### config.mk
export PLATFORM = sky130hd
export DESIGN_NAME = timer0_counter_core
export DESIGN_NICKNAME = d
export VERILOG_FILES = /design/src/rtl/timer0_pkg.sv /design/src/rtl/tick_if.sv /design/src/rtl/timer_clock_gen.sv /design/src/rtl/timer0_counter_core.sv
export SDC_FILE = /design/constraint.sdc
export NUM_CORES = 1
export LEC_CHECK = 0
export BUFFER_PORTS_ARGS = -buffer_cell sky130_fd_sc_hd__buf_2
export CAP_MARGIN = 20
export CORE_MARGIN = 5
export CORE_UTILIZATION = 35
export CTS_CLUSTER_DIAMETER = 60
export DETAILED_ROUTE_END_ITERATION = 12
export PLACE_DENSITY_LB_ADDON = 0.05
export SYNTH_ARGS = -nofsm -noshare
export SYNTH_HDL_FRONTEND = slang
export SYNTH_SLANG_ARGS = --single-unit
### constraint.sdc
create_clock -name aclk -period 3.8 [get_ports aclk]
set_input_delay 0.76 -clock aclk [delete_from_list [all_inputs] [get_ports aclk]]
set_output_delay 0.76 -clock aclk [all_outputs]
set_load 0.03 [all_outputs]
### src/rtl/timer0_pkg.sv
package timer0_pkg;
	localparam logic [31:0] ADDR_CTRL_A = 32'h0000_0000;
	localparam logic [31:0] ADDR_CTRL_B = 32'h0000_0004;
	localparam logic [31:0] ADDR_COUNT = 32'h0000_0008;
	localparam logic [31:0] ADDR_CMP_A = 32'h0000_000C;
	localparam logic [31:0] ADDR_CMP_B = 32'h0000_0010;
	localparam logic [31:0] ADDR_MASK = 32'h0000_0014;
	localparam logic [31:0] ADDR_FLAGS = 32'h0000_0018;
	localparam logic [31:0] ADDR_POWER = 32'h0000_001C;
	localparam logic [31:0] ADDR_PRESCALE = 32'h0000_0020;
	localparam int WGM_LO_POS = 0;
	localparam int WGM_HI_POS = 3;
	localparam int CS_POS = 0;
	localparam int FLAG_OVF_POS = 0;
	localparam int FLAG_CMPA_POS = 1;
	localparam int FLAG_CMPB_POS = 2;
	localparam logic [7:0] VAL_BOTTOM = 8'h00;
	localparam logic [7:0] VAL_MAX = 8'hFF;
	localparam logic [7:0] RESET_BYTE = 8'h00;
	localparam logic RESET_POWER = 1'b1;
	localparam logic [15:0] RESET_PRESCALE = 16'h0000;
	localparam logic [1:0] RESP_OKAY = 2'b00;
	localparam logic [1:0] RESP_SLVERR = 2'b10;
	localparam logic [2:0] MODE_NORMAL = 3'h0;
	localparam logic [2:0] MODE_PC_PWM = 3'h1;
	localparam logic [2:0] MODE_CTC = 3'h2;
	localparam logic [2:0] MODE_FAST_PWM = 3'h3;
	localparam logic [2:0] MODE_PC_PWM_A = 3'h5;
	localparam logic [2:0] MODE_FAST_PWM_A = 3'h7;
	localparam logic [2:0] CS_STOP = 3'h0;
	localparam logic [2:0] CS_INTERNAL = 3'h1;
	localparam logic [2:0] CS_EXT_FALL = 3'h6;
	localparam logic [2:0] CS_EXT_RISE = 3'h7;
endpackage

### src/rtl/tick_if.sv
interface tick_if;
	logic [2:0] clock_select_field;
	logic [15:0] prescale_div;
	logic external_count_pin;
	logic tick;
	modport src(input clock_select_field, input prescale_div,
		input external_count_pin, output tick);
	modport dst(output clock_select_field, output prescale_div,
		output external_count_pin, input tick);
endinterface

### src/rtl/timer_clock_gen.sv
module timer_clock_gen (
	input wire logic aclk,
	input wire logic aresetn,
	tick_if.src tk
);
	typedef struct packed {
		logic sync1;
		logic sync2;
		logic prev;
		logic [15:0] div;
		logic tick;
	} gen_state_t;
	gen_state_t s_r;
	gen_state_t s_nxt;

	always_comb begin
		s_nxt = s_r;
		s_nxt.sync1 = tk.external_count_pin;
		s_nxt.sync2 = s_r.sync1;
		s_nxt.prev = s_r.sync2;
		s_nxt.tick = 1'b0;
		case (tk.clock_select_field)
			timer0_pkg::CS_STOP: begin
				s_nxt.div = 16'h0000;
			end
			timer0_pkg::CS_EXT_FALL: begin
				s_nxt.tick = s_r.prev & ~s_r.sync2;
			end
			timer0_pkg::CS_EXT_RISE: begin
				s_nxt.tick = ~s_r.prev & s_r.sync2;
			end
			default: begin
				if (s_r.div >= tk.prescale_div) begin
					s_nxt.div = 16'h0000;
					s_nxt.tick = 1'b1;
				end else begin
					s_nxt.div = s_r.div + 16'h0001;
				end
			end
		endcase
	end

	always_ff @(posedge aclk) begin
		if (!aresetn) begin
			s_r <= '0;
		end else begin
			s_r <= s_nxt;
		end
	end
	assign tk.tick = s_r.tick;
endmodule

### src/rtl/timer0_counter_core.sv
//
// Contract
// - Counter and both compares are 8 bits
// - Bottom is counter value zero
// - Max is counter value 0xFF
// - Top is 0xFF or compare A by mode
// - Three flags, each gated by mask bit
// - Clock from prescaler or chosen pin edge
// - Clock select zero stops the counter
// - Clock select lives in control B
// - Each tick clears, increments or decrements
// - Internal top and bottom indications; the top output marks 0xFF in all modes
// - Counter readable and writable any time
// - Software counter write beats counting
// - Continuous compares set compare flags
// - Mode low bits in A, high in B
// - Overflow flag set per mode
// - Compare flag set next tick, write-one clears
// - Compares buffered only in PWM modes
// - Mode 0 wraps, overflow at zero
// - Mode 2 clears on compare A match
//
// Local design decisions: the register addresses and the AXI4-Lite interface to the registers.
module timer0_counter_core (
	input wire logic aclk,
	input wire logic aresetn,
	input wire logic [31:0] s_axi_awaddr,
	input wire logic s_axi_awvalid,
	output logic s_axi_awready,
	input wire logic [31:0] s_axi_wdata,
	input wire logic [3:0] s_axi_wstrb,
	input wire logic s_axi_wvalid,
	output logic s_axi_wready,
	output logic [1:0] s_axi_bresp,
	output logic s_axi_bvalid,
	input wire logic s_axi_bready,
	input wire logic [31:0] s_axi_araddr,
	input wire logic s_axi_arvalid,
	output logic s_axi_arready,
	output logic [31:0] s_axi_rdata,
	output logic [1:0] s_axi_rresp,
	output logic s_axi_rvalid,
	input wire logic s_axi_rready,
	input wire logic external_count_pin,
	output logic [2:0] irq_request,
	output logic count_top,
	output logic count_bottom
);
	typedef struct packed {
		logic aw_got;
		logic awready;
		logic [31:0] awaddr;
		logic w_got;
		logic wready;
		logic [31:0] wdata;
		logic wstrb0;
		logic wstrb1;
		logic bvalid;
		logic [1:0] bresp;
		logic rvalid;
		logic arready;
		logic [31:0] rdata;
		logic [1:0] rresp;
		logic [1:0] mode_lo;
		logic mode_hi;
		logic [2:0] clock_select_field;
		logic [7:0] counter_value;
		logic [7:0] compare_value_a;
		logic [7:0] compare_value_b;
		logic [7:0] buf_a;
		logic [7:0] buf_b;
		logic [2:0] timer_irq_mask;
		logic [2:0] timer_irq_flags;
		logic power_off;
		logic [15:0] prescale;
		logic down;
		logic block_match;
		logic [2:0] irq;
		logic top;
		logic bottom;
	} core_state_t;
	core_state_t s_r;
	core_state_t s_nxt;

	tick_if tk();
	timer_clock_gen u_clk (
		.aclk(aclk),
		.aresetn(aresetn),
		.tk(tk.src)
	);

	function automatic logic is_pwm(input logic [2:0] m);
		return (m == timer0_pkg::MODE_PC_PWM) ||
			(m == timer0_pkg::MODE_FAST_PWM) ||
			(m == timer0_pkg::MODE_PC_PWM_A) ||
			(m == timer0_pkg::MODE_FAST_PWM_A);
	endfunction

	logic [2:0] mode;
	logic [7:0] top_val;
	logic tick;
	logic wr_go;
	logic rd_go;
	logic pc_mode;
	assign mode = {s_r.mode_hi, s_r.mode_lo};
	assign top_val = (mode == timer0_pkg::MODE_CTC ||
		mode == timer0_pkg::MODE_PC_PWM_A ||
		mode == timer0_pkg::MODE_FAST_PWM_A) ?
		s_r.compare_value_a : timer0_pkg::VAL_MAX;
	assign pc_mode = (mode == timer0_pkg::MODE_PC_PWM) ||
		(mode == timer0_pkg::MODE_PC_PWM_A);
	assign tick = tk.tick & ~s_r.power_off &
		(s_r.clock_select_field != timer0_pkg::CS_STOP);
	assign wr_go = s_r.aw_got & s_r.w_got & ~s_r.bvalid;
	assign rd_go = s_axi_arvalid & ~s_r.rvalid;
	assign tk.clock_select_field = s_r.clock_select_field;
	assign tk.prescale_div = s_r.prescale;
	assign tk.external_count_pin = external_count_pin;

	always_comb begin
		logic [7:0] wb;
		logic [7:0] nc;
		logic at_top;
		logic at_bot;
		logic [2:0] set;
		logic [2:0] clr;
		s_nxt = s_r;
		wb = s_r.wdata[7:0];
		nc = s_r.counter_value;
		at_top = s_r.counter_value == top_val;
		at_bot = s_r.counter_value == timer0_pkg::VAL_BOTTOM;
		set = 3'h0;
		clr = 3'h0;
		if (s_axi_awvalid && !s_r.aw_got) begin
			s_nxt.aw_got = 1'b1;
			s_nxt.awaddr = s_axi_awaddr;
		end
		if (s_axi_wvalid && !s_r.w_got) begin
			s_nxt.w_got = 1'b1;
			s_nxt.wdata = s_axi_wdata;
			s_nxt.wstrb0 = s_axi_wstrb[0];
			s_nxt.wstrb1 = s_axi_wstrb[1];
		end
		if (s_r.bvalid && s_axi_bready) begin
			s_nxt.bvalid = 1'b0;
		end
		if (s_r.rvalid && s_axi_rready) begin
			s_nxt.rvalid = 1'b0;
		end
		if (tick) begin
			if (!s_r.block_match &&
				s_r.counter_value == s_r.compare_value_a) begin
				set[timer0_pkg::FLAG_CMPA_POS] = 1'b1;
			end
			if (!s_r.block_match &&
				s_r.counter_value == s_r.compare_value_b) begin
				set[timer0_pkg::FLAG_CMPB_POS] = 1'b1;
			end
			s_nxt.block_match = 1'b0;
			if (pc_mode) begin
				if (s_r.down) begin
					nc = s_r.counter_value - 8'h01;
					if (s_r.counter_value == 8'h01) begin
						s_nxt.down = 1'b0;
					end
				end else if (at_top) begin
					nc = s_r.counter_value - 8'h01;
					s_nxt.down = 1'b1;
				end else begin
					nc = s_r.counter_value + 8'h01;
				end
				if (at_bot) begin
					set[timer0_pkg::FLAG_OVF_POS] = 1'b1;
				end
			end else if (at_top && mode != timer0_pkg::MODE_NORMAL) begin
				nc = timer0_pkg::VAL_BOTTOM;
				if (mode != timer0_pkg::MODE_CTC) begin
					set[timer0_pkg::FLAG_OVF_POS] = 1'b1;
				end
			end else begin
				nc = s_r.counter_value + 8'h01;
				if (s_r.counter_value == timer0_pkg::VAL_MAX) begin
					set[timer0_pkg::FLAG_OVF_POS] = 1'b1;
				end
			end
			if (is_pwm(mode) && ((pc_mode && at_top) ||
				(!pc_mode && nc == timer0_pkg::VAL_BOTTOM))) begin
				s_nxt.compare_value_a = s_r.buf_a;
				s_nxt.compare_value_b = s_r.buf_b;
			end
		end
		s_nxt.counter_value = nc;
		if (wr_go) begin
			s_nxt.aw_got = 1'b0;
			s_nxt.w_got = 1'b0;
			s_nxt.bvalid = 1'b1;
			s_nxt.bresp = timer0_pkg::RESP_OKAY;
			if (s_r.wstrb0) begin
				case (s_r.awaddr)
					timer0_pkg::ADDR_CTRL_A: begin
						s_nxt.mode_lo = wb[timer0_pkg::WGM_LO_POS +: 2];
					end
					timer0_pkg::ADDR_CTRL_B: begin
						s_nxt.mode_hi = wb[timer0_pkg::WGM_HI_POS];
						s_nxt.clock_select_field =
							wb[timer0_pkg::CS_POS +: 3];
					end
					timer0_pkg::ADDR_COUNT: begin
						s_nxt.counter_value = wb;
						s_nxt.block_match = 1'b1;
					end
					timer0_pkg::ADDR_CMP_A: begin
						s_nxt.buf_a = wb;
						if (!is_pwm(mode)) begin
							s_nxt.compare_value_a = wb;
						end
					end
					timer0_pkg::ADDR_CMP_B: begin
						s_nxt.buf_b = wb;
						if (!is_pwm(mode)) begin
							s_nxt.compare_value_b = wb;
						end
					end
					timer0_pkg::ADDR_MASK: begin
						s_nxt.timer_irq_mask = wb[2:0];
					end
					timer0_pkg::ADDR_FLAGS: begin
						clr = wb[2:0];
					end
					timer0_pkg::ADDR_POWER: begin
						s_nxt.power_off = wb[0];
					end
					timer0_pkg::ADDR_PRESCALE: begin
						s_nxt.prescale[7:0] = wb;
					end
					default: begin
						s_nxt.bresp = timer0_pkg::RESP_SLVERR;
					end
				endcase
			end
			if (s_r.wstrb1 && s_r.awaddr == timer0_pkg::ADDR_PRESCALE) begin
				s_nxt.prescale[15:8] = s_r.wdata[15:8];
			end
		end
		s_nxt.timer_irq_flags = (s_r.timer_irq_flags & ~clr) | set;
		if (rd_go) begin
			s_nxt.rvalid = 1'b1;
			s_nxt.rresp = timer0_pkg::RESP_OKAY;
			s_nxt.rdata = 32'h0000_0000;
			case (s_axi_araddr)
				timer0_pkg::ADDR_CTRL_A: s_nxt.rdata[1:0] = s_r.mode_lo;
				timer0_pkg::ADDR_CTRL_B: s_nxt.rdata[3:0] =
					{s_r.mode_hi, s_r.clock_select_field};
				timer0_pkg::ADDR_COUNT: s_nxt.rdata[7:0] = s_r.counter_value;
				timer0_pkg::ADDR_CMP_A: s_nxt.rdata[7:0] =
					is_pwm(mode) ? s_r.buf_a : s_r.compare_value_a;
				timer0_pkg::ADDR_CMP_B: s_nxt.rdata[7:0] =
					is_pwm(mode) ? s_r.buf_b : s_r.compare_value_b;
				timer0_pkg::ADDR_MASK: s_nxt.rdata[2:0] = s_r.timer_irq_mask;
				timer0_pkg::ADDR_FLAGS: s_nxt.rdata[2:0] = s_r.timer_irq_flags;
				timer0_pkg::ADDR_POWER: s_nxt.rdata[0] = s_r.power_off;
				timer0_pkg::ADDR_PRESCALE: s_nxt.rdata[15:0] = s_r.prescale;
				default: s_nxt.rresp = timer0_pkg::RESP_SLVERR;
			endcase
		end
		s_nxt.irq = s_nxt.timer_irq_flags & s_nxt.timer_irq_mask;
		s_nxt.top = s_nxt.counter_value == timer0_pkg::VAL_MAX;
		s_nxt.bottom = s_nxt.counter_value == timer0_pkg::VAL_BOTTOM;
		s_nxt.awready = ~s_nxt.aw_got;
		s_nxt.wready = ~s_nxt.w_got;
		s_nxt.arready = ~s_nxt.rvalid;
	end

	always_ff @(posedge aclk) begin
		if (!aresetn) begin
			s_r <= '0;
			s_r.power_off <= timer0_pkg::RESET_POWER;
			s_r.prescale <= timer0_pkg::RESET_PRESCALE;
			s_r.bottom <= 1'b1;
			s_r.awready <= 1'b1;
			s_r.wready <= 1'b1;
			s_r.arready <= 1'b1;
		end else begin
			s_r <= s_nxt;
		end
	end

	assign s_axi_awready = s_r.awready;
	assign s_axi_wready = s_r.wready;
	assign s_axi_bvalid = s_r.bvalid;
	assign s_axi_bresp = s_r.bresp;
	assign s_axi_arready = s_r.arready;
	assign s_axi_rvalid = s_r.rvalid;
	assign s_axi_rdata = s_r.rdata;
	assign s_axi_rresp = s_r.rresp;
	assign irq_request = s_r.irq;
	assign count_top = s_r.top;
	assign count_bottom = s_r.bottom;
endmodule

==> results of run 1 <==
[area by class of cell]
| type | count | area [um2] | area share, % |
|---|---|---|---|
| repair buffers | 153 | 868 | 8.50 |
| well taps | 330 | 413 | 4.04 |
| flip-flops and latches | 171 | 3420 | 33.5 |
| multi-input cells | 804 | 4730 | 46.3 |
| clock inverters | 15 | 208 | 2.03 |
| clock buffers | 17 | 425 | 4.16 |
| inverters | 39 | 149 | 1.46 |
[synth_stat cells (3+ instances only)]
cell type	instances	share of area [%]
a221oi_1	4	0.40
o21ai_1	5	0.28
mux2_2	12	1.5
and2_1	11	0.78
or2_2	5	0.36
dfxtp_1	171	39
buf_2	4	0.23
mux2i_1	56	6.4
o2111ai_1	3	0.30
nand3_1	50	2.8
nor3b_1	3	0.26
nor4_1	18	1.3
nor2_1	99	4.2
nand4_1	10	0.71
a21o_1	6	0.51
nand2b_1	25	1.8
xnor2_1	16	1.6
o31ai_1	3	0.26
a31oi_1	14	1.0
o22ai_1	3	0.21
buf_4	41	3.5
or3_1	4	0.28
a22oi_1	6	0.51
buf_1	12	0.51
nand2_1	159	6.8
o21ai_0	37	2.1
and3_1	11	0.78
clkbuf_1	48	2.0
a222oi_1	4	0.46
o221ai_1	11	1.1
a21oi_1	117	6.7
inv_1	39	1.7
nor3_1	24	1.4
a211oi_1	4	0.34
ha_1	20	2.8
nor2b_1	6	0.43
[sequential cells by signal, indices dropped and copies added, names as in the netlist]
name	cells
count_bottom	1
count_top	1
irq_request	3
mode	3
s_axi_arready	1
s_axi_awready	1
s_axi_bresp	1
s_axi_bvalid	1
s_axi_rdata	16
s_axi_rresp	1
s_axi_rvalid	1
s_axi_wready	1
s_r	101
tk.clock_select_field	3
tk.prescale_div	16
u_clk.s_nxt	2
u_clk.s_r	17
u_clk.tk.tick	1
[kinds of logic (layout without fill, tap and decap cells)]
logic type / count (synthesis) / after routing
AO/OA/AOI/OAI: 240 / 240
flip-flops: 171 / 171
buffers and inverters: 145 / 224
other: 1 / 18
multiplexers: 69 / 69
adder cells (fa/ha/maj): 20 / 20
XOR/XNOR: 18 / 18
AND/OR/NAND/NOR: 439 / 439
[per-layer routing]
layer / part of all wire, % / global-route usage (%) / up-vias
met1: 48 / 25.1 / 3561
met2: 48 / 31.7 / 123
met4: 0.62 / 3.88 / 2
met5: 0.049 / 0 / -
li1: - / - / 3969
met3: 3.4 / 3.46 / 16
[worst paths after layout]
path / cells after the start / end / start / slack (ps)
min reg2reg: 1 / u_clk.s_nxt[17] / u_clk.s_nxt[18] / 440
max reg2reg: 10 / s_r[56] / mode[2] / 340
max: 10 / s_r[56] / mode[2] / 340
min: 1 / u_clk.s_nxt[17] / u_clk.s_nxt[18] / 440
[power breakdown]
group / internal, mW / switching (mW) / leakage [nW]
registers: 1.84 / 0.0461 / 1.39
clock network: 0.965 / 0.892 / 0.307
logic: 0.106 / 0.201 / 2.46
[through the flow]
stage / total power [mW] / cells
floorplan: 2.12 / 1120
CTS: 4.10 / 1529
finish: 4.05 / 1529
global route: 4.22 / 1529
global placement: 2.24 / 1497
detailed placement: 2.24 / 1497
[critical path: stages (launching register included)]
cell and delay, ps:
dfxtp_1 400, and2_2 270, nor3_1 430, a2111oi_4 80, a31oi_4 260, a2bb2oi_1 350
xnor2_1 190, o31ai_2 110, a21boi_1 890, mux2i_1 280, a21oi_1 80
==> key figures, run 1 <==
Outcome
  – Outcome: complete, no violations

Clocking
  – Post-CTS setup buffers: 0
  – Clock root buffer: clkbuf_16
  – Post-CTS Hold Fix Bufs: 0
  – Htree depth: 4
  – Total CTS buffers: 17
  – Clk buf depth: 2
  – CTS sink cnt: between 150 and 200
  – CTS tree: yes
  – Worst-Skew Late Latency: roughly 440 ps
  – Post-CTS Resized: 0
  – Clk pin slew, worst setup/hold paths: 80 ps

Cells and area
  – Layout area overhead: 16.2%
  – Commonest cells after routing, fill and taps aside: 171 x dfxtp_1, 159 x nand2_1, 117 x a21oi_1, 117 x buf_2, 99 x nor2_1
  – Commonest non-fill, non-tap cell in the layout: dfxtp_1
  – Fill cells: ~2600
  – ANT cells: 0
  – Fin util: 40.9%
  – Finished Cell Area: a little over 0.01 mm2
  – Final Net Count: 1314
  – Layout cell share with drive strength beyond 1: ~18%

Logic synthesis
  – Post-synthesis mux area share: 8.06%
  – Simple-gate area share of the yosys netlist: roughly a quarter
  – Mapped Area: a little under 0.009 mm2
  – Post-synthesis adder-cell area fraction: 2.84%
  – Synth Area in XOR/XNOR: 1.79%
  – Sequential fraction of the synthesis area: roughly two fifths
  – Largest family of logic cells by synthesized area: simple AND/OR/NAND/NOR gates
  – Yosys warns: 0
  – Ys flop type: dfxtp_1
  – Post-synthesis cell count: approximately 1100
  – Avg Cell Area, Syn: around 8 um2
  – Yosys cell types: 72
  – Compound-cell area share of the yosys netlist: 17.0%
  – Synth async-reset ratio: 0%
  – Post-synth EDFFs: 0
  – Yosys reg bits: ~170

STA
  – Fmax: 289 MHz
  – Worst-Margin Slew: between 1000 and 1500 ps
  – Final Hold Vio Count: 0
  – Fin. max-slew vios: 0
  – Post-Route Setup TNS: 0 ps
  – Tcrit/Tclk final: between 90% and 100%
  – WHS: roughly 440 ps
  – RSZ-0062 raised after global routing: no
  – Setup WS post-layout: about 340 ps
  – Rel. slew slack: 25.2%
  – Final setup violation count: 0
  – Clock Skews: between 15 and 20 ps
  – Min Tclk post-route: 3460 ps

Routing
  – DRC errors left: 0
  – Routed vias: 7671
  – Total wire length: 26.7 mm
  – DRT antenna net count: 0
  – Wire per inst: around 17 um
  – Drt first pass iters: 5
  – Avg Vias per Cell: 5.02
  – DRT iter0 DRCs: slightly below 500

Worst setup path
  – Startpoint Class: flop
  – WP data required: 4120 ps
  – Crit path arrival time: between 3000 and 4000 ps
  – Critical path class: reg2reg
  – Crit-path max FO: 8
  – CP Capture Type: flop

Placement
  – Cell area after placement: between 0.009 and 0.01 mm2
  – RD Place Congestion: about 0.83
  – Post-detail-place hpwl: 19.5 mm
  – Place WS: roughly 360 ps
  – PortBufs: about 120

Min path
  – Worst min path class: reg2reg

Power
  – VDD IR max: 213 uV
  – Leakage: around 4.2 nW
  – Cell area power density: approximately 400 mW/mm2

Floorplan
  – Die extent in x: around 170 um
  – Die ar.: between 0.02 and 0.03 mm2
  – Placeable Area: about 0.025 mm2
  – IO Count: roughly 150
  – Num rows: 58
  – Starting density of the core: between 30% and 40%
  – Die height: 169 um

GRT
  – Largest net degree at the start of global routing: 90
  – Vias in the first global route: slightly below 8000
  – Initial antenna violation count: 1
  – First-pass GRT wire length: 42.3 mm
  – Grt ovf: 0
  – Total track usage: 18.7%

Flow run
  – Max Cap Violations: 0
(Power assumes the default switching activity.)
==> run 2, diff against run 1 <==
--- a/config.mk
+++ b/config.mk
@@ -9,8 +9,10 @@
 export CAP_MARGIN = 20
 export CORE_MARGIN = 5
 export CORE_UTILIZATION = 35
+export CTS_BUF_LIST = sky130_fd_sc_hd__clkbuf_8
 export CTS_CLUSTER_DIAMETER = 60
 export DETAILED_ROUTE_END_ITERATION = 12
+export HOLD_SLACK_MARGIN = 0.12
 export PLACE_DENSITY_LB_ADDON = 0.05
 export SYNTH_ARGS = -nofsm -noshare
 export SYNTH_HDL_FRONTEND = slang
==> run 2 against run 1 <==
Compared with the run above:
- via count increased by 0.23%
- core utilization decreased by 0.77 points
- combinational power is essentially flat
- largest cell class unchanged
==> key figures, run 2 (synthesized netlist as in run 1, its figures left out) <==
GRT
  – Grt ovf: 0 (unchanged)
  – Initial antenna violation count: 1 (unchanged)
  – Largest net degree at the start of global routing: 90 (unchanged)
  – First-pass GRT wire length: 42.1 mm (was 42.3 mm)
  – Vias in the first global route: 7688 (was 7699)
  – Total track usage: 18.6% (was 18.7%)

Floorplan
  – Starting density of the core: 35.2% (unchanged)
  – Die ar.: 0.0284 mm2 (unchanged)
  – IO Count: 154 (unchanged)
  – Die height: 169 um (unchanged)
  – Placeable Area: 0.0250 mm2 (unchanged)
  – Num rows: 58 (unchanged)
  – Die extent in x: 169 um (unchanged)

Worst setup path
  – Crit path arrival time: 3820 ps (was 3780 ps)
  – CP Capture Type: flop (unchanged)
  – Critical path class: reg2reg (unchanged)
  – Startpoint Class: flop (unchanged)
  – Crit-path max FO: 8 (unchanged)
  – WP data required: 4150 ps (was 4120 ps)

Clocking
  – Clk buf depth: 2 (unchanged)
  – Clock root buffer: clkbuf_8 (was clkbuf_16)
  – Post-CTS Hold Fix Bufs: 0 (unchanged)
  – CTS sink cnt: 171 (unchanged)
  – Worst-Skew Late Latency: 470 ps (was 440 ps)
  – Total CTS buffers: 17 (unchanged)
  – Post-CTS Resized: 0 (unchanged)
  – Clk pin slew, worst setup/hold paths: 110 ps (was 80 ps)
  – CTS tree: yes (unchanged)
  – Htree depth: 4 (unchanged)
  – Post-CTS setup buffers: 0 (unchanged)

Cells and area
  – Commonest cells after routing, fill and taps aside: 171 x dfxtp_1, 159 x nand2_1, 117 x a21oi_1, 117 x buf_2, 99 x nor2_1 (unchanged)
  – Layout cell share with drive strength beyond 1: 17.9% (unchanged)
  – Fill cells: 2649 (was 2625)
  – Layout area overhead: 14.0% (was 16.2%)
  – Finished Cell Area: 0.0100 mm2 (was 0.0102 mm2)
  – Commonest non-fill, non-tap cell in the layout: dfxtp_1 (unchanged)
  – Largest Register: s_r (unchanged)
  – ANT cells: 0 (unchanged)
  – Largest registers: s_r x101, u_clk.s_r x17 (unchanged)
  – Register area: 0.00342 mm2 (unchanged)
  – Multi-input logic area: 0.00473 mm2 (unchanged)
  – Max reg flops: 101 (unchanged)
  – Final Net Count: 1314 (unchanged)

STA
  – Final setup violation count: 0 (unchanged)
  – Fmax: 288 MHz (was 289 MHz)
  – Rel. slew slack: 25.0% (was 25.2%)
  – Clock Skews: 23.1 ps (was 19.8 ps)
  – Post-Route Setup TNS: 0 ps (unchanged)
  – Tcrit/Tclk final: 91.5% (was 91.1%)
  – Worst-Margin Slew: 1120 ps (about the same)
  – Final Hold Vio Count: 0 (unchanged)
  – Setup WS post-layout: 322 ps (was 340 ps)
  – Min Tclk post-route: 3480 ps (was 3460 ps)
  – RSZ-0062 raised after global routing: no (unchanged)
  – Fin. max-slew vios: 0 (unchanged)

Power
  – VDD IR max: 179 uV (was 213 uV)
  – Leakage: 4.07 nW (was 4.15 nW)
  – Cell area power density: 359 mW/mm2 (was 396 mW/mm2)

Placement
  – PortBufs: 117 (unchanged)
  – RD Place Congestion: 0.828 (unchanged)
  – Place WS: 359 ps (unchanged)
  – Post-detail-place hpwl: 19.5 mm (unchanged)
  – Cell area after placement: 0.00959 mm2 (unchanged)

Outcome
  – Outcome: complete, no violations (unchanged)

Flow run
  – Max Cap Violations: 0 (unchanged)

Routing
  – Avg Vias per Cell: 5.03 (was 5.02)
  – Drt first pass iters: 5 (unchanged)
  – Wire per inst: 17.3 um (was 17.5 um)
  – Total wire length: 26.5 mm (was 26.7 mm)
  – Routed vias: 7689 (was 7671)
  – DRC errors left: 0 (unchanged)
  – DRT antenna net count: 0 (unchanged)
  – DRT iter0 DRCs: 508 (was 489)

Min path
  – Worst min path class: reg2reg (unchanged)
==> run 2: cell counts in the layout (fill, tap and decap cells not counted) <==
Identical to the previous run, type by type.
==> run 2: metrics by stage <==
stage / hold WS, ps / power, mW / instances / utilization, %
final: 443 / 3.60 / 1529 / 40.2
after global routing: 462 / 3.77 / 1529 / 40.2
after CTS: 445 / 3.65 / 1529 / 40.2
after detailed placement: 417 / 2.24 / 1497 / 38.4
after global placement: 419 / 2.24 / 1497 / 38.4
after floorplan: 412 / 2.12 / 1120 / -
==> run 2: report_power, final <==
group          total (mW)  internal [mW]  switching (mW)
Combinational       0.307          0.106           0.201
Clock                1.41          0.579           0.829
Sequential           1.88           1.84          0.0463
Total                3.60           2.52            1.08
==> run 2: layout make-up <==
| class | count | area share (%) |
|---|---|---|
| tap | 330 | 4.12 |
| timing repair buffer | 153 | 8.66 |
| inverter | 39 | 1.48 |
| clock buffer | 17 | 2.33 |
| clock inverter | 15 | 2.07 |
| multi-input combinational | 804 | 47.2 |
| sequential | 171 | 34.1 |
==> run 2: final timing paths <==
path         cells past startpoint            start  slack (ps)         endpoint
max reg2reg                     10          mode[2]         320          s_r[56]
min reg2reg                      1  u_clk.s_nxt[18]         440  u_clk.s_nxt[17]
max                             10          mode[2]         320          s_r[56]
min                              1  u_clk.s_nxt[18]         440  u_clk.s_nxt[17]
==> run 2: worst max-delay path, stage by stage (launching register included) <==
cell and delay [ps]:
dfxtp_1 520, and2_2 250, o221ai_2 140, a2111oi_4 450
a31oi_4 180, mux2i_2 250, xor2_1 200, o31ai_2 120
a21boi_1 890, mux2i_1 280, a21oi_1 80
==> run 2: routing by layer <==
metal	share of wire, %	vias to the layer above	wire length, um	GRT usage [%]
met2	48	139	12600	31.6
li1	-	3968	-	-
met4	0.79	2	209	3.60
met3	3.8	17	1020	3.48
met1	48	3563	12600	25.0
met5	0.049	-	13	0
